===== src/rtl/cpie_pkg.sv =====
// Package: register map, field layout, reset values and bus states of the copper interrupt block
package cpie_pkg;

  // Bus geometry: byte address, word index in bits 6:2, port bank in bits 8:7
  localparam int unsigned DATA_W = 32;
  localparam int unsigned FLAG_W = 16;
  localparam int unsigned ADDR_W = 9;
  localparam int unsigned IDX_LSB = 2;
  localparam int unsigned IDX_W = 5;
  localparam int unsigned BANK_LSB = 7;
  localparam int unsigned BANK_W = 2;
  localparam int unsigned MAX_PORTS = 4;

  // Register indices; byte address is bank * 0x80 + index * 4
  localparam logic [4:0] IDX_MASK = 5'h12;
  localparam logic [4:0] IDX_FLAGS = 5'h13;
  localparam logic [4:0] IDX_SUMMARY = 5'h17;
  localparam logic [4:0] IDX_IRQ_STATUS = 5'h1C;
  localparam logic [4:0] IDX_IRQ_ENABLE = 5'h1D;
  localparam logic [4:0] IDX_IRQ_CLEAR = 5'h1E;

  // Values after reset, and the mask of implemented flag bits
  localparam logic [15:0] MASK_RST = 16'h0000;
  localparam logic [15:0] FLAGS_RST = 16'h0000;
  localparam logic [15:0] FLAGS_VALID = 16'hFF7F;
  localparam logic [3:0] IRQ_ST_RST = 4'h0;
  localparam logic [3:0] IRQ_EN_RST = 4'h0;
  localparam logic [7:0] LSTATE_RST = 8'h00;

  // Flag bit positions
  localparam int unsigned BIT_AN_ERR = 15;
  localparam int unsigned BIT_SPEED = 14;
  localparam int unsigned BIT_DUPLEX = 13;
  localparam int unsigned BIT_PAGE = 12;
  localparam int unsigned BIT_AN_DONE = 11;
  localparam int unsigned BIT_LINK = 10;
  localparam int unsigned BIT_SYMBOL = 9;
  localparam int unsigned BIT_FALSE_CAR = 8;
  localparam int unsigned BIT_RSVD = 7;
  localparam int unsigned BIT_MDIX = 6;
  localparam int unsigned BIT_DOWNSHIFT = 5;
  localparam int unsigned BIT_CABLE = 4;
  localparam int unsigned BIT_FLP_NOLINK = 3;
  localparam int unsigned BIT_DTE = 2;
  localparam int unsigned BIT_POLARITY = 1;
  localparam int unsigned BIT_JABBER = 0;

  // Packed link state: speed 7:6, duplex 5, link 4, mdix 3, cable 2, dte 1, polarity 0
  localparam int unsigned LST_W = 8;
  localparam int unsigned LST_SPEED = 6;
  localparam int unsigned LST_DUPLEX = 5;
  localparam int unsigned LST_LINK = 4;
  localparam int unsigned LST_MDIX = 3;
  localparam int unsigned LST_CABLE = 2;
  localparam int unsigned LST_DTE = 1;
  localparam int unsigned LST_POL = 0;

  typedef enum logic [0:0] {
    CPIE_BUS_IDLE,
    CPIE_BUS_ANSWER
  } cpie_bus_state_t;

endpackage : cpie_pkg


===== src/rtl/cpie_flag_latch.sv =====
// Latched-high flag register of one port, cleared by a read of the bits it returned
`timescale 1ns/1ps
module cpie_flag_latch #(
  parameter int unsigned WIDTH = 16,
  parameter logic [WIDTH-1:0] VALID = cpie_pkg::FLAGS_VALID,
  parameter logic [WIDTH-1:0] RST = cpie_pkg::FLAGS_RST
) (
  input wire logic clk_i,                      // Core clock
  input wire logic sys_rst_i,                  // Hardware reset, sync, high
  input wire logic soft_rst_i,                 // Software reset pulse
  input wire logic [WIDTH-1:0] event_i,        // Event present this cycle
  input wire logic clear_i,                    // Read of the flags taken
  input wire logic [WIDTH-1:0] clear_mask_i,   // Bits that read returned
  output logic [WIDTH-1:0] flags_o             // Latched flags
);

  logic [WIDTH-1:0] flags_reg;
  logic [WIDTH-1:0] flags_next;
  logic [WIDTH-1:0] clr;

  // Only the bits the host actually saw are cleared, so an event after the snapshot survives
  always_comb begin
    clr = clear_i ? clear_mask_i : '0;
    if (soft_rst_i) begin
      flags_next = RST;
    end else begin
      flags_next = ((flags_reg & ~clr) | event_i) & VALID;
    end
  end

  // Flag storage
  always_ff @(posedge clk_i) begin
    if (sys_rst_i) begin
      flags_reg <= RST;
    end else begin
      flags_reg <= flags_next;
    end
  end

  assign flags_o = flags_reg;

endmodule : cpie_flag_latch


===== src/rtl/cpie_irq_agg.sv =====
// Block interrupt: sticky per-port status, enable, write-one-clear and one level output
`timescale 1ns/1ps
module cpie_irq_agg #(
  parameter int unsigned NUM_SRC = 4
) (
  input wire logic clk_i,                      // Core clock
  input wire logic sys_rst_i,                  // Hardware reset, sync, high
  input wire logic [NUM_SRC-1:0] src_i,        // Port interrupt levels
  input wire logic en_we_i,                    // Enable register write
  input wire logic [NUM_SRC-1:0] en_wdata_i,   // Enable write data
  input wire logic clr_we_i,                   // Clear register write
  input wire logic [NUM_SRC-1:0] clr_wdata_i,  // Ones clear status bits
  output logic [NUM_SRC-1:0] status_o,         // Sticky status
  output logic [NUM_SRC-1:0] enable_o,         // Enable register
  output logic irq_o                           // Level interrupt, registered
);

  logic [NUM_SRC-1:0] prev_reg, prev_next;
  logic [NUM_SRC-1:0] st_reg, st_next;
  logic [NUM_SRC-1:0] en_reg, en_next;
  logic irq_reg, irq_next;

  // A rising port interrupt sets status; set wins over a clear in the same cycle
  always_comb begin
    prev_next = src_i;
    st_next = (st_reg & ~(clr_we_i ? clr_wdata_i : '0)) | (src_i & ~prev_reg);
    en_next = en_we_i ? en_wdata_i : en_reg;
    irq_next = |(st_next & en_next);
  end

  // State registers
  always_ff @(posedge clk_i) begin
    if (sys_rst_i) begin
      prev_reg <= '0;
      st_reg <= NUM_SRC'(cpie_pkg::IRQ_ST_RST);
      en_reg <= NUM_SRC'(cpie_pkg::IRQ_EN_RST);
      irq_reg <= 1'b0;
    end else begin
      prev_reg <= prev_next;
      st_reg <= st_next;
      en_reg <= en_next;
      irq_reg <= irq_next;
    end
  end

  assign status_o = st_reg;
  assign enable_o = en_reg;
  assign irq_o = irq_reg;

endmodule : cpie_irq_agg


===== src/rtl/cpie_top.sv =====
// Copper port interrupt enable and status registers with an Avalon-MM slave
//
// Notes on behaviour
// Enable register, 16 bits R/W, 1 enables event; cleared by hardware reset only.
// Flag bit 15 latches on any auto-negotiation error.
// Flag bit 14 latches when resolved speed changes; zero otherwise.
// Flag bit 13 latches when resolved duplex changes; zero otherwise.
// Flag bit 12 latches when a new negotiation page arrives.
// Flag bit 11 latches when negotiation completes; zero before.
// Flag bit 10 latches when link goes up or down.
// Flag bit 9 latches on symbol error, bit 8 on false carrier.
// Flag bit 6 latches when MDI/MDIX crossover state changes.
// Flag bit 5 latches when a speed downshift is detected.
// Flag bit 4 latches when cable detect toggles sleep and active.
// Flag bit 3 latches when pulse exchange ends without link.
// Flag bit 2 latches when partner DTE power status changes.
// Flag bit 1 latches when receive polarity changes.
// Bit 0 latches jabber; bit 7 reads zero; both resets clear flags.
// Flags hold until read; read clears unless event still present.
// Port interrupt high while any flag and its enable bit are set.
// Read-only summary holds one active-interrupt bit per port in bits 3:0.
//
// Register access over Avalon-MM was decided locally.
`timescale 1ns/1ps
module cpie_top #(
  parameter int unsigned NUM_PORTS = 4
) (
  input wire logic clk_i,                           // Core clock, 25 MHz
  input wire logic sys_rst_i,                       // Hardware reset, sync, high
  input wire logic soft_rst_i,                      // Software reset pulse
  // Avalon-MM slave
  input wire logic [8:0] avs_address_i,             // Byte address
  input wire logic avs_read_i,                      // Read request
  input wire logic avs_write_i,                     // Write request
  input wire logic [3:0] avs_byteenable_i,          // Byte lanes
  input wire logic [31:0] avs_writedata_i,          // Write data
  output logic [31:0] avs_readdata_o,               // Read data, registered
  output logic avs_waitrequest_o,                   // Stall until answer
  // Per-port link state levels, same clock domain
  input wire logic [2*NUM_PORTS-1:0] speed_i,       // Resolved speed code
  input wire logic [NUM_PORTS-1:0] duplex_i,        // Resolved duplex
  input wire logic [NUM_PORTS-1:0] link_i,          // Link up
  input wire logic [NUM_PORTS-1:0] mdix_i,          // Crossover state
  input wire logic [NUM_PORTS-1:0] cable_sleep_i,   // Cable detect sleep
  input wire logic [NUM_PORTS-1:0] dte_power_i,     // Partner needs power
  input wire logic [NUM_PORTS-1:0] polarity_i,      // Receive reversed
  // Per-port event indications, pulse or level
  input wire logic [NUM_PORTS-1:0] an_error_i,      // Negotiation error
  input wire logic [NUM_PORTS-1:0] page_rx_i,       // Page received
  input wire logic [NUM_PORTS-1:0] an_done_i,       // Negotiation completed
  input wire logic [NUM_PORTS-1:0] symbol_err_i,    // Symbol error
  input wire logic [NUM_PORTS-1:0] false_carrier_i, // False carrier
  input wire logic [NUM_PORTS-1:0] downshift_i,     // Downshift detected
  input wire logic [NUM_PORTS-1:0] flp_no_link_i,   // Pulse exchange, no link
  input wire logic [NUM_PORTS-1:0] jabber_i,        // Jabber
  // Interrupts
  output logic [NUM_PORTS-1:0] port_irq_o,          // Per-port interrupt level
  output logic irq_o                                // Block interrupt level
);

  localparam int unsigned FW = cpie_pkg::FLAG_W;
  localparam int unsigned LW = cpie_pkg::LST_W;
  localparam int unsigned BW = cpie_pkg::BANK_W;

  // Summary and bank decode only serve up to four ports
  if (NUM_PORTS < 1 || NUM_PORTS > cpie_pkg::MAX_PORTS) begin : g_bad_ports
    $error("NUM_PORTS must be 1 to 4");
  end

  // ------------------------------------------------------------------
  // Bus handshake: every request waits exactly one cycle
  // ------------------------------------------------------------------
  cpie_pkg::cpie_bus_state_t bus_state_reg, bus_state_next;
  logic req;
  logic take;
  logic take_rd;
  logic take_wr;
  logic [cpie_pkg::IDX_W-1:0] idx;
  logic [BW-1:0] bank;

  assign req = avs_read_i | avs_write_i;
  assign idx = avs_address_i[cpie_pkg::IDX_LSB +: cpie_pkg::IDX_W];
  assign bank = avs_address_i[cpie_pkg::BANK_LSB +: BW];

  // Request is taken at the edge that ends the answer cycle
  assign take = (bus_state_reg == cpie_pkg::CPIE_BUS_ANSWER);
  assign take_rd = take & avs_read_i;
  assign take_wr = take & avs_write_i;

  // Waitrequest is combinational so the first request cycle always stalls
  assign avs_waitrequest_o = req & ~take;

  // Next state of the handshake
  always_comb begin
    bus_state_next = bus_state_reg;
    case (bus_state_reg)
      cpie_pkg::CPIE_BUS_IDLE: begin
        if (req) begin
          bus_state_next = cpie_pkg::CPIE_BUS_ANSWER;
        end
      end
      cpie_pkg::CPIE_BUS_ANSWER: begin
        bus_state_next = cpie_pkg::CPIE_BUS_IDLE;
      end
      default: begin
        bus_state_next = cpie_pkg::CPIE_BUS_IDLE;
      end
    endcase
  end

  // Handshake state register
  always_ff @(posedge clk_i) begin
    if (sys_rst_i) begin
      bus_state_reg <= cpie_pkg::CPIE_BUS_IDLE;
    end else begin
      bus_state_reg <= bus_state_next;
    end
  end

  // ------------------------------------------------------------------
  // Per-port logic
  // ------------------------------------------------------------------
  logic [NUM_PORTS*FW-1:0] mask_all;
  logic [NUM_PORTS*FW-1:0] flags_all;
  logic [NUM_PORTS-1:0] port_irq;
  logic [31:0] rdata_reg, rdata_next;

  for (genvar p = 0; p < NUM_PORTS; p++) begin : g_port
    logic [LW-1:0] lstate;
    logic [LW-1:0] prev_reg, prev_next;
    logic primed_reg, primed_next;
    logic [LW-1:0] changed;
    logic [FW-1:0] events;
    logic [FW-1:0] mask_reg, mask_next;
    logic [FW-1:0] flags;
    logic sel;
    logic mask_we;
    logic flags_rd;

    // Gather the link state that is watched for changes
    assign lstate = {speed_i[2*p +: 2], duplex_i[p], link_i[p], mdix_i[p],
                     cable_sleep_i[p], dte_power_i[p], polarity_i[p]};

    // No change is reported until one sample follows reset, avoiding a false first event
    always_comb begin
      prev_next = lstate;
      primed_next = 1'b1;
      changed = primed_reg ? (lstate ^ prev_reg) : '0;
    end

    // Previous link state
    always_ff @(posedge clk_i) begin
      if (sys_rst_i) begin
        prev_reg <= cpie_pkg::LSTATE_RST;
        primed_reg <= 1'b0;
      end else begin
        prev_reg <= prev_next;
        primed_reg <= primed_next;
      end
    end

    // Map each source onto its flag position
    always_comb begin
      events = '0;
      events[cpie_pkg::BIT_AN_ERR] = an_error_i[p];
      events[cpie_pkg::BIT_SPEED] = |changed[cpie_pkg::LST_SPEED +: 2];
      events[cpie_pkg::BIT_DUPLEX] = changed[cpie_pkg::LST_DUPLEX];
      events[cpie_pkg::BIT_PAGE] = page_rx_i[p];
      events[cpie_pkg::BIT_AN_DONE] = an_done_i[p];
      events[cpie_pkg::BIT_LINK] = changed[cpie_pkg::LST_LINK];
      events[cpie_pkg::BIT_SYMBOL] = symbol_err_i[p];
      events[cpie_pkg::BIT_FALSE_CAR] = false_carrier_i[p];
      events[cpie_pkg::BIT_RSVD] = 1'b0;
      events[cpie_pkg::BIT_MDIX] = changed[cpie_pkg::LST_MDIX];
      events[cpie_pkg::BIT_DOWNSHIFT] = downshift_i[p];
      events[cpie_pkg::BIT_CABLE] = changed[cpie_pkg::LST_CABLE];
      events[cpie_pkg::BIT_FLP_NOLINK] = flp_no_link_i[p];
      events[cpie_pkg::BIT_DTE] = changed[cpie_pkg::LST_DTE];
      events[cpie_pkg::BIT_POLARITY] = changed[cpie_pkg::LST_POL];
      events[cpie_pkg::BIT_JABBER] = jabber_i[p];
    end

    // Address decode for this port's bank
    assign sel = (bank == BW'(p));
    assign mask_we = take_wr & sel & (idx == cpie_pkg::IDX_MASK);
    assign flags_rd = take_rd & sel & (idx == cpie_pkg::IDX_FLAGS);

    // Enable register honours byte lanes 0 and 1; software reset leaves it alone
    always_comb begin
      mask_next = mask_reg;
      if (mask_we && avs_byteenable_i[0]) begin
        mask_next[7:0] = avs_writedata_i[7:0];
      end
      if (mask_we && avs_byteenable_i[1]) begin
        mask_next[15:8] = avs_writedata_i[15:8];
      end
    end

    // Enable register storage
    always_ff @(posedge clk_i) begin
      if (sys_rst_i) begin
        mask_reg <= cpie_pkg::MASK_RST;
      end else begin
        mask_reg <= mask_next;
      end
    end

    // Flags clear with the snapshot held in the read data register
    cpie_flag_latch #(
      .WIDTH(FW),
      .VALID(cpie_pkg::FLAGS_VALID),
      .RST(cpie_pkg::FLAGS_RST)
    ) u_flags (
      .clk_i(clk_i),
      .sys_rst_i(sys_rst_i),
      .soft_rst_i(soft_rst_i),
      .event_i(events),
      .clear_i(flags_rd),
      .clear_mask_i(rdata_reg[FW-1:0]),
      .flags_o(flags)
    );

    // Port interrupt follows flags and enables directly
    assign port_irq[p] = |(flags & mask_reg);
    assign mask_all[p*FW +: FW] = mask_reg;
    assign flags_all[p*FW +: FW] = flags;
  end

  assign port_irq_o = port_irq;

  // ------------------------------------------------------------------
  // Block interrupt over the port interrupts
  // ------------------------------------------------------------------
  logic [NUM_PORTS-1:0] irq_status;
  logic [NUM_PORTS-1:0] irq_enable;
  logic irq_en_we;
  logic irq_clr_we;

  // These registers answer in every bank
  assign irq_en_we = take_wr & avs_byteenable_i[0] & (idx == cpie_pkg::IDX_IRQ_ENABLE);
  assign irq_clr_we = take_wr & avs_byteenable_i[0] & (idx == cpie_pkg::IDX_IRQ_CLEAR);

  cpie_irq_agg #(
    .NUM_SRC(NUM_PORTS)
  ) u_irq (
    .clk_i(clk_i),
    .sys_rst_i(sys_rst_i),
    .src_i(port_irq),
    .en_we_i(irq_en_we),
    .en_wdata_i(avs_writedata_i[NUM_PORTS-1:0]),
    .clr_we_i(irq_clr_we),
    .clr_wdata_i(avs_writedata_i[NUM_PORTS-1:0]),
    .status_o(irq_status),
    .enable_o(irq_enable),
    .irq_o(irq_o)
  );

  // ------------------------------------------------------------------
  // Read data: captured when a read is first seen, held through the answer
  // ------------------------------------------------------------------
  always_comb begin
    rdata_next = rdata_reg;
    if (bus_state_reg == cpie_pkg::CPIE_BUS_IDLE && avs_read_i) begin
      rdata_next = 32'h0000_0000;
      case (idx)
        cpie_pkg::IDX_MASK: begin
          for (int i = 0; i < NUM_PORTS; i++) begin
            if (bank == BW'(i)) begin
              rdata_next[FW-1:0] = mask_all[i*FW +: FW];
            end
          end
        end
        cpie_pkg::IDX_FLAGS: begin
          for (int i = 0; i < NUM_PORTS; i++) begin
            if (bank == BW'(i)) begin
              rdata_next[FW-1:0] = flags_all[i*FW +: FW];
            end
          end
        end
        cpie_pkg::IDX_SUMMARY: begin
          rdata_next[NUM_PORTS-1:0] = port_irq;
        end
        cpie_pkg::IDX_IRQ_STATUS: begin
          rdata_next[NUM_PORTS-1:0] = irq_status;
        end
        cpie_pkg::IDX_IRQ_ENABLE: begin
          rdata_next[NUM_PORTS-1:0] = irq_enable;
        end
        default: begin
          rdata_next = 32'h0000_0000;
        end
      endcase
    end
  end

  // Read data register
  always_ff @(posedge clk_i) begin
    if (sys_rst_i) begin
      rdata_reg <= 32'h0000_0000;
    end else begin
      rdata_reg <= rdata_next;
    end
  end

  assign avs_readdata_o = rdata_reg;

endmodule : cpie_top


===== config.mk =====
export PLATFORM = sky130hd
export DESIGN_NAME = cpie_top
export DESIGN_NICKNAME = d
export VERILOG_FILES = /design/src/rtl/cpie_pkg.sv /design/src/rtl/cpie_flag_latch.sv /design/src/rtl/cpie_irq_agg.sv /design/src/rtl/cpie_top.sv
export SDC_FILE = /design/constraint.sdc
export NUM_CORES = 1
export LEC_CHECK = 0
export BUFFER_PORTS_ARGS = -buffer_cell sky130_fd_sc_hd__clkbuf_2
export CAP_MARGIN = 20
export CORE_ASPECT_RATIO = 2
export CORE_UTILIZATION = 56
export DETAILED_ROUTE_END_ITERATION = 8
export GPL_TIMING_DRIVEN = 0
export PLACE_DENSITY_LB_ADDON = 0.05
export REMOVE_ABC_BUFFERS = 1
export SLEW_MARGIN = 30
export SYNTH_ARGS = -nofsm -noshare
export SYNTH_HDL_FRONTEND = slang
export SYNTH_SLANG_ARGS = --single-unit
export TNS_END_PERCENT = 1

===== constraint.sdc =====
create_clock -name clk_i -period 2.3 [get_ports clk_i]
set_input_delay 0.115 -clock clk_i [delete_from_list [all_inputs] [get_ports clk_i]]
set_output_delay 0.115 -clock clk_i [all_outputs]
set_load 0.02 [all_outputs]

==> results of run 1 <==
## worst max-delay path, delay by kind of cell (launching register included)
kind	cells	cell delay, ns
AND/OR/NAND/NOR	4	1.09
flip-flops	1	0.46
buffers and inverters	1	0.33
AO/OA/AOI/OAI	1	0.18
## cell families (layout without fill, tap and decap cells)
| group | after synthesis | after routing | share of synthesized area |
|---|---|---|---|
| simple gates | 348 | 348 | 0.206 |
| xor+xnor | 32 | 32 | 0.0329 |
| mux | 92 | 92 | 0.122 |
| flops | 187 | 187 | 0.440 |
| other cells | 1 | 16 | 0.000441 |
| compound gates | 189 | 189 | 0.150 |
| buf+inv | 74 | 234 | 0.0485 |
## layout by cell type, fill, tap and decap left out, types with 4 or more instances in the layout
cell type      count
a21boi_0           4
a21oi_1           58
a221oi_1          13
a222oi_1          15
a22o_1             6
a22oi_1           44
a31o_1             9
and2_1             4
and3_1             7
buf_6              4
clkbuf_16         17
clkbuf_2         112
clkinvlp_4         4
conb_1            16
dfxtp_1          186
dlygate4sd3_1     73
inv_1              6
inv_6              5
mux2i_1           82
mux4_2             9
nand2_1          104
nand2b_1          14
nor2_1           142
nor2_4             6
nor2b_1           34
nor3_4             4
nor4_4             4
o21ai_0           26
o31ai_1            4
or3_1             12
xor2_1            32
## per-layer routing
metal,up-vias,wire length (µm)
met5,-,0
met4,0,1150
met3,69,1140
met2,259,12800
met1,3619,9400
li1,3538,-
## power by group through the flow
| stage | registers (mW) | clock network, mW | logic [mW] |
|---|---|---|---|
| after CTS | 3.41 | 2.83 | 0.635 |
| final | 3.41 | 2.80 | 0.640 |
| after global routing | 3.42 | 2.97 | 0.698 |
| after global placement | 3.49 | 0 | 0.524 |
| after floorplan | 3.46 | 0 | 0.274 |
| after detailed placement | 3.49 | 0 | 0.536 |
## final timing paths
kind         slack, ns                      endpoint  depth (start not counted)          startpoint
max               0.08  g_port[1].u_flags.flags_o[2]                          6       bus_state_reg
min               0.01         g_port[2].mask_reg[8]                          3  avs_writedata_i[8]
max reg2reg       0.08  g_port[1].u_flags.flags_o[2]                          6       bus_state_reg
min reg2reg       0.46             avs_readdata_o[7]                          2   avs_readdata_o[7]
## what timing repair did
item	4_1_cts	5_1_grt
cloned	0	0
setup buffers	0	0
gates resized for setup	1	1
endpoints found under the hold margin	91	0
hold buffers	73	0
pin swaps	0	1
endpoints found under the setup margin	12	3
## layout make-up
type | count | area share
Sequential cell | 187 | 0.360
Multi-Input combinational cell | 677 | 0.425
Clock buffer | 17 | 0.0409
Tap cell | 195 | 0.0235
Clock inverter | 15 | 0.0125
Inverter | 7 | 0.00277
Timing Repair Buffer | 195 | 0.135
## through the flow
step / hold slack (ns) / util / cell area (µm²)
5_1_grt: 0.0127 / 0.701 / 10400
3_3_place_gp: 0.318 / 0.607 / 9000
2_1_floorplan: 0.183 / - / 8180
6_report: 0.0103 / 0.701 / 10400
3_5_place_dp: 0.326 / 0.614 / 9110
4_1_cts: 0.00230 / 0.701 / 10400
==> results.toml, run 1 <==
[outcome]
status = "complete, no violations"

[cts]
clock_latency_ns = 0.44
tritoncts = "yes"
cts_buffers = 17
htree_num_levels = 4
cts_root_buf = "clkbuf_16"
cts_sinks = 187
clk_transition_reported_paths_ns = 0.07
cts_buffer_depth = 2

[layout]
nets = 1199
largest_reg_flops = 64
multiInputGateArea_um2 = 4410
area_growth_pct = 22.2
final_cells = 1293
regArea_um2 = 3740
antenna_cells = 0
drive_above_1_share = 0.173
fillCellCount = 1265

[die]
initial_core_util = 0.574
core_um2 = 14800
io-pin-count = 152
die_w_um = 89.2
die_y_um = 176
die-area_um2 = 15700
rows = 63

[sta]
max_slew_margin = 0.453
clock.fmax_ghz = 0.451
worstMarginPinSlew_ns = 0.819
grt_setup_unrepaired = "false"
finalSetupViolations = 0
layout_setup_ws_ns = 0.0842
finalSetupTns_ns = 0
finalHoldViolations = 0
skew_ns = 0.00917
min_period_ns = 2.22
drv_slew = 0
min_period_over_period = 0.963

[grt]
grt_max_degree = 71
overflow = 0
gr-usage-met2 = 0.562
grtUsageMet1 = 0.362
busiest_layer = "met2"
antenna_found_initial = 0
grt_pass1_wl_um = 37600
grt_pass1_vias = 7170
grt_usage = 0.323
met3_usage = 0.0608

[power]
internal_power_mw = 5.04
clock_power_share = 0.409
p_seq_frac = 0.498
swShare = 0.265
ir_drop_mv = 0.617
p_leak_nw = 4.01
p_comb_frac = 0.093
report.power.total_mw = 6.86
powerDensity_nw_per_um2 = 660
switchingPower_mw = 1.82

[synthesis]
async_reset_ff_frac = 0
yosys_register_bits = 187
ys_warn_count = 0
synth_top_cell_area_share = 0.440
synth_seq_area_share = 0.440
synth_edf_count = 0
synth_top_area_cell = "dfxtp_1"
netlist_area_um2 = 8510
synthCells = 923
synth_area_leaders = "dfxtp_1, mux2i_1, nor2_1, nand2_1, a22oi_1"
netlist_top_cells_count = "dfxtp_1, nor2_1, nand2_1"
syn_area_per_cell_um2 = 9.22
synth_cell_type_count = 48
synth.most_common_cell = "dfxtp_1"
synthFlopType = "dfxtp_1"

[worst_setup_path]
worstSetupEndpointType = "flip-flop"
cp-start-kind = "flip-flop"
cpMostUsedCell = "nand2_1"
cp_slowest_stage_delay_ns = 0.70
worstPathArrival_ns = 2.51
path_cells = "nand2_1 -> nor4_4 -> buf_4 -> nand2_1 -> a22oi_1 -> nor2_1"
worstPathMaxFanout = 9
worst_ep_required_time_ns = 2.60
cpMaxStageDelayCell = "nor4_4"
path_class = "reg2reg"

[placement]
io_buffers = 115
dp_cells = 1188
gp_congestion = 0.816
pre_cts_ws_ns = -0.562
dp_hpwl_um = 16500

[route]
first_iter_violations = 520
vias_per_cell = 5.79
wire_per_inst_um = 19.0
routed_wl_um = 24500
dr_total_vias = 7485
drc_errors = 0
ant_nets = 0
firstDrtPassIters = 6

[flow_run]
drv_cap = 0

[hold_path]
min_path_type = "in2reg"
Note: power is estimated with default switching activity, not from simulation.
==> run 2: changes to the inputs <==
--- a/config.mk
+++ b/config.mk
@@ -16,5 +16,6 @@
 export SLEW_MARGIN = 30
 export SYNTH_ARGS = -nofsm -noshare
 export SYNTH_HDL_FRONTEND = slang
+export SYNTH_HIERARCHICAL = 1
 export SYNTH_SLANG_ARGS = --single-unit
 export TNS_END_PERCENT = 1
==> results.toml, run 2 <==
[outcome]
status = "complete, but fails checks"
violations = "setup timing"

[grt]
grt_pass1_wl_um = 40700
overflow = 0
grt_usage = 0.338
antenna_found_initial = 0
grt_pass1_vias = 7430
grt_max_degree = 78

[sta]
max_slew_margin = 0.410
drv_slew = 0
clock.fmax_ghz = 0.430
finalHoldViolations = 0
min_period_over_period = 1.01
finalSetupViolations = 1
worstMarginPinSlew_ns = 0.886
min_period_ns = 2.32
layout_setup_ws_ns = -0.0245
skew_ns = 0.0114
grt_setup_unrepaired = "true"

[cts]
clock_latency_ns = 0.44
cts_root_buf = "clkbuf_16"
clk_transition_reported_paths_ns = 0.07
cts_buffer_depth = 2
tritoncts = "yes"
htree_num_levels = 4
cts_buffers = 17
cts_sinks = 187

[placement]
io_buffers = 115
dp_hpwl_um = 18600
gp_congestion = 0.940
dp_cells = 1135

[layout]
antenna_cells = 0
area_growth_pct = 23.4
drive_above_1_share = 0.189
final_common_cell = "dfxtp_1"
nets = 1149
final_cells = 1246
final_cell_mix = "dfxtp_1, clkbuf_2, nor2_1"
largest_reg_flops = 64

[die]
die_w_um = 90.1
die-area_um2 = 16000
initial_core_util = 0.571
io-pin-count = 152
die_y_um = 178
core_um2 = 15200
rows = 64

[synthesis]
netlist_area_um2 = 8680
synth_top_cell_area_share = 0.431
synth_edf_count = 0
synth_cell_type_count = 49
synth.most_common_cell = "dfxtp_1"
syn_area_per_cell_um2 = 9.99
synth_area_leaders = "dfxtp_1, mux2i_1, o21a_1, a21boi_0, nor2_1"
async_reset_ff_frac = 0
ys_warn_count = 6
yosys_register_bits = 187
synthCells = 869
synth_top_area_cell = "dfxtp_1"
synth_seq_area_share = 0.431
synthFlopType = "dfxtp_1"
netlist_top_cells_count = "dfxtp_1, nor2_1, mux2i_1"

[power]
powerDensity_nw_per_um2 = 669
ir_drop_mv = 0.586
p_leak_nw = 4.39
report.power.total_mw = 7.17

[worst_setup_path]
r2r_setup_slack_ns = -0.02
worstSetupEndpointType = "flip-flop"
path_class = "reg2reg"
worst_ep_required_time_ns = 2.63
worstPathArrival_ns = 2.65
worstPathMaxFanout = 3
cp-start-kind = "flip-flop"

[route]
dr_total_vias = 7465
first_iter_violations = 603
ant_nets = 0
firstDrtPassIters = 7
vias_per_cell = 5.99
wire_per_inst_um = 21.5
routed_wl_um = 26800
drc_errors = 0

[hold_path]
min_path_type = "in2reg"

[flow_run]
drv_cap = 0
==> run 2: kinds of logic after synthesis <==
group / synth area share
compound gates: 0.227
other cells: 0.00216
buf+inv: 0.0522
flops: 0.431
xor+xnor: 0.0323
simple gates: 0.138
mux: 0.118
==> run 2: worst max-delay path, stage by stage, from the launching register on <==
cell,delay (ns)
dfxtp_1,0.34
a22o_1,0.27
a221oi_1,0.46
nand4_1,0.17
buf_4,0.21
nor2b_1,0.14
o21ba_1,0.19
o41a_1,0.41
==> run 2: worst paths after layout <==
check,from,endpoint,cells past startpoint
max,g_port[0].u_flags/flags_o[8],u_irq/irq_o,7
max reg2reg,g_port[0].u_flags/flags_o[8],u_irq/irq_o,7
min reg2reg,avs_readdata_o[7],avs_readdata_o[7],1
min,avs_writedata_i[10],g_port[0].mask_reg[10],3
==> run 2: final cells by class <==
class	instances	area, µm²
repair buffers	201	1470
well taps	198	248
fillers	1234	4500
inverters	4	16.3
clock buffers	20	457
clock inverters	12	161
flip-flops and latches	187	3740
multi-input cells	624	4620
==> run 2: metrics by stage <==
step | util | worst slack (ns) | instance area (µm²) | TNS (ns) | hold WS, ns
6_report | 0.704 | -0.0245 | 10700 | -0.0245 | 0.00810
5_1_grt | 0.704 | -0.0142 | 10700 | -0.0142 | 0.00433
4_1_cts | 0.700 | -0.134 | 10600 | -0.134 | 0.000602
3_5_place_dp | 0.609 | -0.712 | 9270 | -37.70 | 0.328
3_3_place_gp | 0.600 | -3.50 | 9130 | -225.40 | 0.324
2_1_floorplan | - | -0.844 | 8300 | -36.92 | 0.172
==> run 2: metal layers <==
layer,GRT usage,share of wire,up-vias
met5,0,0,-
met4,0.214,0.058,0
met3,0.0567,0.052,89
met2,0.611,0.52,302
met1,0.364,0.37,3650
li1,-,-,3424
==> run 2: where the power goes <==
part / switching, mW / total [mW] / internal [mW]
clock network: 1.29 / 3.07 / 1.78
logic: 0.363 / 0.688 / 0.325
registers: 0.0821 / 3.41 / 3.33
==> run 2: timing repair <==
action | CTS | global route
hold endpoints to repair | 84 | 1
cloned | 0 | 0
gates resized for setup | 7 | 4
setup endpoints to repair | 32 | 32
pin swaps | 0 | 2
hold buffers | 72 | 1
buffers inserted | 0 | 6
